## config.mk

```make
export PLATFORM = sky130hd
export DESIGN_NAME = bit_test_skip_execution
export DESIGN_NICKNAME = d
export VERILOG_FILES = /design/src/skip_word_table.v /design/src/bit_test_skip_execution.v
export VERILOG_INCLUDE_DIRS = /design/src
export SDC_FILE = /design/constraint.sdc
export NUM_CORES = 1
export LEC_CHECK = 0
export ABC_AREA = 1
export ABC_CLOCK_PERIOD_IN_PS = 1300
export BUFFER_PORTS_ARGS = -buffer_cell sky130_fd_sc_hd__buf_2
export CORE_MARGIN = 1
export CORE_UTILIZATION = 43
export CTS_CLUSTER_DIAMETER = 150
export CTS_CLUSTER_SIZE = 40
export DETAILED_ROUTE_END_ITERATION = 7
export PLACE_DENSITY_LB_ADDON = 0.12
export SKIP_LAST_GASP = 1
export SLEW_MARGIN = 25
export SYNTH_ARGS = -nofsm -noshare
export SYNTH_HDL_FRONTEND = slang
export SYNTH_SLANG_ARGS = --single-unit
```

## constraint.sdc

```tcl
create_clock -name SYS_CLK_I -period 1.3 [get_ports SYS_CLK_I]
set_input_delay 0.26 -clock SYS_CLK_I [delete_from_list [all_inputs] [get_ports SYS_CLK_I]]
set_output_delay 0.26 -clock SYS_CLK_I [all_outputs]
set_load 0.01 [all_outputs]
```

## src/bit_test_skip_defines.vh

```
// Constants for the bit test and skip execution block.
// Contract
// - Opcode 1011 skips next when bit clear.
// - Opcode 1010 skips next when bit set.
// - Skip flushes prefetched word, runs NOP.
// - One word; 1, 2 or 3 cycles.
// - Access flag 0 selects access bank.
// - Access flag 1 uses bank select register.
// - Extended set, a=0, f<=95 uses indexed offset.
`ifndef BIT_TEST_SKIP_DEFINES_VH
`define BIT_TEST_SKIP_DEFINES_VH
`define OPC_SKIP_IF_CLEAR 4'hB
`define OPC_SKIP_IF_SET 4'hA
`define OPC_MSB 15
`define OPC_LSB 12
`define BIT_MSB 11
`define BIT_LSB 9
`define ACCESS_BIT 8
`define FILE_MSB 7
`define FILE_LSB 0
`define INDEXED_LIMIT 8'h5F
`define ACCESS_SPLIT 8'h60
`define ACCESS_HIGH_BANK 4'hF
`endif

```

## src/skip_word_table.v

```verilog
// Table that marks which opcodes are the first word of a two-word instruction.
`timescale 1ns/1ps
module skip_word_table #(
	parameter DEPTH = 16
) (
	// Clock and reset
	input wire clk_i,
	input wire rst_i,
	// Lookup
	input wire [3:0] addr_i,
	input wire [DEPTH-1:0] table_i,
	output reg two_word_o
);
	always @(posedge clk_i or posedge rst_i) begin
		if (rst_i) begin
			two_word_o <= 1'b0;
		end else begin
			two_word_o <= table_i[addr_i];
		end
	end
endmodule // skip_word_table

```

## src/bit_test_skip_execution.v

```verilog
// Decode and execution of the two bit test and skip instructions.
`timescale 1ns/1ps
`include "bit_test_skip_defines.vh"
module bit_test_skip_execution #(
	parameter [15:0] TWO_WORD_OPCODES = 16'h2000
) (
	// Clock and reset
	input wire SYS_CLK_I,
	input wire SYS_RST_I,
	// Instruction stream
	input wire INSTR_VALID_I,
	input wire [15:0] INSTR_I,
	input wire [15:0] NEXT_INSTR_I,
	// Operand context
	input wire EXTENDED_SET_I,
	input wire [3:0] BANK_SELECT_REGISTER_I,
	input wire [7:0] FSR2_BASE_I,
	// Tested register data
	input wire [7:0] FILE_DATA_I,
	// Operand address
	output reg [11:0] FILE_ADDR_O,
	output reg INDEXED_O,
	// Execution result
	output reg IS_TEST_O,
	output reg SKIP_O,
	output reg FLUSH_O,
	output reg [1:0] CYCLES_O
);
	// ****************************************
	// Decode
	// ****************************************
	localparam ST_IDLE = 3'b001;
	localparam ST_NOP1 = 3'b010;
	localparam ST_NOP2 = 3'b100;

	wire [3:0] opc = INSTR_I[`OPC_MSB:`OPC_LSB];
	wire [2:0] bit_sel = INSTR_I[`BIT_MSB:`BIT_LSB];
	wire acc = INSTR_I[`ACCESS_BIT];
	wire [7:0] faddr = INSTR_I[`FILE_MSB:`FILE_LSB];
	wire is_clr = (opc == `OPC_SKIP_IF_CLEAR);
	wire is_set = (opc == `OPC_SKIP_IF_SET);
	wire tbit = FILE_DATA_I[bit_sel];
	wire take = INSTR_VALID_I & ((is_clr & ~tbit) | (is_set & tbit));
	wire two_word;
	reg [2:0] state_q;
	reg [2:0] state_d;
	reg [11:0] addr_d;
	reg idx_d;

	// The lookup is registered, so the next word is judged one cycle later.
	skip_word_table #(
		.DEPTH(16)
	) u_table (
		.clk_i(SYS_CLK_I),
		.rst_i(SYS_RST_I),
		.addr_i(NEXT_INSTR_I[15:12]),
		.table_i(TWO_WORD_OPCODES),
		.two_word_o(two_word)
	);

	// ****************************************
	// Address resolution
	// ****************************************
	always @* begin
		idx_d = 1'b0;
		if (acc) begin
			addr_d = {BANK_SELECT_REGISTER_I, faddr};
		end else if (EXTENDED_SET_I && faddr <= `INDEXED_LIMIT) begin
			idx_d = 1'b1;
			addr_d = {4'h0, FSR2_BASE_I + faddr};
		end else if (faddr < `ACCESS_SPLIT) begin
			addr_d = {4'h0, faddr};
		end else begin
			addr_d = {`ACCESS_HIGH_BANK, faddr};
		end
	end

	// ****************************************
	// Skip sequencing
	// ****************************************
	always @* begin
		case (state_q)
			ST_IDLE: begin
				state_d = (take && (is_clr || is_set)) ? ST_NOP1 : ST_IDLE;
			end
			ST_NOP1: begin
				state_d = two_word ? ST_NOP2 : ST_IDLE;
			end
			ST_NOP2: begin
				state_d = ST_IDLE;
			end
			default: begin
				state_d = ST_IDLE;
			end
		endcase
	end

	// Only address, flush, flags and cycle count leave here; no status or file write exists.
	always @(posedge SYS_CLK_I or posedge SYS_RST_I) begin
		if (SYS_RST_I) begin
			state_q <= ST_IDLE;
			FILE_ADDR_O <= 12'h000;
			INDEXED_O <= 1'b0;
			IS_TEST_O <= 1'b0;
			SKIP_O <= 1'b0;
			FLUSH_O <= 1'b0;
			CYCLES_O <= 2'h0;
		end else begin
			state_q <= state_d;
			FILE_ADDR_O <= addr_d;
			INDEXED_O <= idx_d & INSTR_VALID_I & (is_clr | is_set);
			IS_TEST_O <= (state_q == ST_IDLE) & INSTR_VALID_I & (is_clr | is_set);
			SKIP_O <= (state_q == ST_IDLE) & take;
			FLUSH_O <= (state_q == ST_IDLE) ? take : (state_q == ST_NOP1) & two_word;
			if (state_q == ST_IDLE && INSTR_VALID_I && (is_clr || is_set)) begin
				CYCLES_O <= take ? 2'h2 : 2'h1;
			end else if (state_q == ST_NOP1 && two_word) begin
				CYCLES_O <= 2'h3;
			end
		end
	end
endmodule // bit_test_skip_execution

```

==> After elaboration in Yosys (flattened, before gate mapping) <==
Memories as Yosys holds them, arrays and structs flattened. A register that Yosys moved wholly into a read port is not among the register bits.
Index checks and enable logic that the tools add are counted.
{ "totals": {"register_bits": 21, "mem_bits_ro": 16, "in_bits": 56, "out_inout_bits": 18, "elab_cells": 49, "memories": 1} }
{ "memory_table": {"columns": ["name", "depth", "word_bits", "read_ports", "rd_ports_with_merged_regs", "wr", "line_no", "text"], "rows": [
  ["(name not given)", 16, 1, 1, 1, 0, "skip_word_table.v:18", "two_word_o <= table_i[addr_i];"]
]} }
{ "op_classes": {"addsub": 1, "n_lt_le_gt_ge": 3, "n_eq_ne": 4, "mux": 14, "n_bitwise": 12, "n_reduce_logical": 7} }
{ "ops": {"columns": ["op", "n"], "rows": [
  ["$mux 12", 3],
  ["$and 1x1->1", 9],
  ["$add 8x8->8", 1],
  ["$eq 4x4->1 const B", 2],
  ["$le 8x7->1 const B", 1],
  ["$lt 8x7->1 const B", 1],
  ["$mux 2", 4],
  ["$pmux 3 s2", 1],
  ["$logic_and 1x1->1", 5],
  ["$lt 3x4->1 const B", 1],
  ["$mux 1", 4],
  ["$bmux 1 s3", 1],
  ["$eq 3x1->1 const B", 1],
  ["$eq 3x2->1 const B", 1],
  ["$mux 3", 1],
  ["$or 1x1->1", 2],
  ["$reduce_bool 2->1", 1],
  ["$logic_or 1x1->1", 1],
  ["$not 1->1", 1]
]} }

==> Longest topological paths before layout <==
{ "logic_depth": {"depth_word": 9, "ltp_mapped": 10, "depth_no_buf": 10} }

==> By module <==
A second synthesis with hierarchy kept.
{ "unflattened": {"hier_cells": 206, "area_unflattened_um2": 1491.4} }
{ "modules_own_cells": {"columns": ["module", "n_inst", "cells_each", "area_each_um2", "seq_area_each_um2"], "rows": [
  ["bit_test_skip_execution", 1, 154, 1222.4, 526.8],
  ["skip_word_table", 1, 52, 269.0, 25.0]
]} }

==> Least setup slack after synthesis <==
OpenSTA, ideal clock, no wires.
{ "synth_path": {"path_kind": "input -> register", "startpoint": "input INSTR_I[0]", "endpoint": "register FILE_ADDR_O[6]", "t_arrival_ns": 1.345, "required_ns": 1.177, "path_slack_ns": -0.168, "cell_stages": 10, "n_path_buf": 0, "cell_sequence": "ha_1 inv_1 fa_1 nand3b_1 nand2_1 nand2_1 nand2_1 a21oi_1 o21ai_0 nand2_1"} }
{ "synth_between": {"elab_chain_len": 4} }
{ "synth_rtl": {"columns": ["item", "line_no", "text"], "rows": [
  ["start: declaration", "bit_test_skip_execution.v:12", "input wire [15:0] INSTR_I,"],
  ["$le 8x7->1 (no line)", null, null],
  ["$logic_and 1x1->1 (no line)", null, null],
  ["$mux 12 *", "bit_test_skip_execution.v:68", "end else if (EXTENDED_SET_I && faddr <= `INDEXED_LIMIT) begin"],
  ["$mux 12 *", "bit_test_skip_execution.v:66", "if (acc) begin"],
  ["net addr_d[6]", "bit_test_skip_execution.v:47", "reg [11:0] addr_d;"],
  ["end signal: assignment", "bit_test_skip_execution.v:110", "FILE_ADDR_O <= addr_d;"],
  ["end: declaration", "bit_test_skip_execution.v:21", "output reg [11:0] FILE_ADDR_O,"]
]} }
Mark *: on every way through the listed nets, which the timed path passes. The rest lies on a longest branch.
A chain may end at the register's enable or synchronous reset.

==> Worst setup path in the final report <==
{ "layout_path": {"startpoint": "register state_q[0]", "endpoint": "register CYCLES_O[0]"} }
{ "layout_between": {"elab_chain_len": 4} }
{ "layout_rtl": {"columns": ["item", "line_no", "text"], "rows": [
  ["start: declaration", "bit_test_skip_execution.v:45", "reg [2:0] state_q;"],
  ["start signal: assignment", "bit_test_skip_execution.v:109", "state_q <= state_d;"],
  ["$eq 3x1->1", "bit_test_skip_execution.v:115", "if (state_q == ST_IDLE && INSTR_VALID_I && (is_clr || is_set)) begin"],
  ["$logic_and 1x1->1 (2 in a row)", "bit_test_skip_execution.v:115", null],
  ["$mux 2 / $reduce_bool 2->1 (equally long branches)", null, null],
  ["end signal: assignment", "bit_test_skip_execution.v:116", "CYCLES_O <= take ? 2'h2 : 2'h1;"],
  ["end: declaration", "bit_test_skip_execution.v:27", "output reg [1:0] CYCLES_O"]
]} }
Several ways; a longest one is shown, not always the timed one.

==> impl_metrics.ini <==
[worst_setup_path]
crit_arrival_ns = 1.49
worstRegToRegCells = 7
crit_fanout = 5
crit_required_ns = 1.50
path_class = reg2reg
crit_path_end_kind = flip-flop
cp-start-kind = flip-flop

[yosys]
synth_top_cell_by_area = dfrtp_1
synth.net_count = 217
yosysSeqAreaShare = 0.443
synth_cell_types = 27
syn_area_um2 = 1250
synth-seq-cells = 22
avgSynthCellArea_um2 = 8.15
syn_inst = 153
yosysTopAreaCellShare = 0.422
yosysWarnings = 0
yosys-top-cells-area = dfrtp_1 42%, nand2_1 13%, inv_1 8.7%

[timing]
fin_crit_sh = 0.992
max_freq_mhz = 776
finalHoldViolCount = 0
setup-violations-final = 0
tightest_slew_ns = 0.274
finalSetupTns_ns = 0
rsz0062_at_grt = yes
min_period_ns = 1.29
slew_headroom = 0.818
finClkSkew_ns = 0.00599
drv_slew = 0

[routing]
via_count = 1223
via_per_inst = 4.62
route.detailed.drc = 0
wirelength_um = 2660
wire_per_inst_um = 10.0
drt_iter0_drc = 26
route.antenna.remaining_nets = 0
drt_first_pass_iters = 5

[floorplan]
fp-row-count = 19
die_w_um = 55.8
core_area_um2 = 2760
die_height_um = 55.8
boundaryPins = 74
initial_utilization = 0.452
die_area_um2 = 3120

[clocking]
insertion_delay_ns = 0.30
cts-htree-levels = 1
cts_buffers = 3
cts_tree = built
cts_root_buf = clkbuf_4
clk_pin_slew_ns = 0.11
clock_sinks = 22
clk_path_buf_depth = 2

[place]
finalWeightedCongestion = 0.817
port_buffers = 61
hpwl_um = 2240

[layout]
nNetsFinal = 299
n_antenna_cell = 0
drive_gt1_frac = 0.432
final_common_cell = buf_2
area_growth_pct = 43.9
final_cell_mix = 60 x buf_2, 43 x nand2_1, 26 x inv_1, 21 x dfrtp_1, 17 x buf_4
final_util = 0.650

[worst_hold_path]
hold_path.class = in2reg
hold_depth = 2

[power_and_ir_drop]
leakagePower_nw = 1.10
power_mw = 1.55
ir_drop_mv = 0.645
p_per_area_nw_per_um2 = 864

[grt]
antenna_found_initial = 0
grt_pass1_wl_um = 4530
grt_max_degree = 23
grt.overflow.total = 0
grtUsageTotal = 0.185
grt_pass1_vias = 1158

[outcome]
status = complete, no violations

[flow_run]
cap_violations = 0
## power by group
part | total, mW | switching [mW] | internal [mW]
registers | 0.749 | 0.0164 | 0.732
logic | 0.446 | 0.225 | 0.221
clock network | 0.355 | 0.184 | 0.171
## metal layers
metal,routed length (µm),vias up,GRT usage,part of all wire
li1,-,643,-,-
met1,1110,545,0.205,0.42
met2,1430,31,0.355,0.54
met3,88,4,0.0209,0.033
met4,36,0,0.0732,0.014
met5,0,-,0,0
## stage by stage
step	worst slack (ns)	std cells	hold slack (ns)	cell area, µm²
3_5_place_dp	-0.292	258	0.313	1710
3_3_place_gp	-0.250	258	0.296	1710
6_report	0.0108	265	0.0975	1790
5_1_grt	-0.103	265	0.0831	1790
4_1_cts	-0.00808	263	0.0853	1760
2_1_floorplan	-0.0986	153	0.248	1260
## cells in the mapped netlist, drive strengths merged
master and n:
nand3 14, fa 1, nor3b 1, dfrtp 21, ha 7, nor2 5
xor2 1, a21o 2, buf 1, inv 31, or2 2, nand4 1
a21oi 6, o21ai 6, o21a 1, nor3 1, nand2 47, dfstp 1
nand3b 2, xnor2 2
## path summary, 6_finish.rpt
kind / from / end / slack [ns]
worst max-delay path: state_q[0] / CYCLES_O[0] / 0.01
min in group asynchronous: SYS_RST_I / u_table.two_word_o / 0.52
max in group asynchronous: SYS_RST_I / state_q[0] / 0.50
worst min register to register: CYCLES_O[1] / CYCLES_O[1] / 0.52
worst max register to register: state_q[0] / CYCLES_O[0] / 0.01
worst min-delay path: NEXT_INSTR_I[13] / u_table.two_word_o / 0.1
## cell families after synthesis
kind of cell               count (synthesis)  synth area share
AOI/OAI and AO/OA                         15            0.0663
xor gates and xnor gates                   3            0.0211
adders and majority gates                  8            0.0863
buffers and inverters                     32            0.0974
DFF                                       22             0.443
and+or+nand+nor                           73             0.286
## flip-flops by register name (all words and copies together), names as in the netlist
register            cells
CYCLES_O                2
FILE_ADDR_O            12
FLUSH_O                 1
INDEXED_O               1
IS_TEST_O               1
SKIP_O                  1
state_q                 3
u_table.two_word_o      1
## final cells by class
class	count	area, µm²
sequential	22	552
fill	240	965
tap	31	38.8
multi-input combinational	99	612
clock buffer	4	36.3
timing repair buffer	78	438
inverter	31	116
## worst max-delay path, cell delays in order, from the launching register on
cell and delay [ns]:
dfstp_2 0.55, inv_2 0.04, nor3_2 0.10, nand4_1 0.17, inv_2 0.12, nand3_4 0.10, nand2_1 0.08, inv_1 0.03
## timing repair
| action | CTS | global route |
|---|---|---|
| resized for setup | 2 | 6 |
| hold endpoints to repair | 21 | 0 |
| pin swaps | 2 | 4 |
| setup buffers | 0 | 2 |
| setup endpoints to repair | 2 | 8 |
| hold buffers | 1 | 0 |
Note: power is estimated with default switching activity, not from simulation.
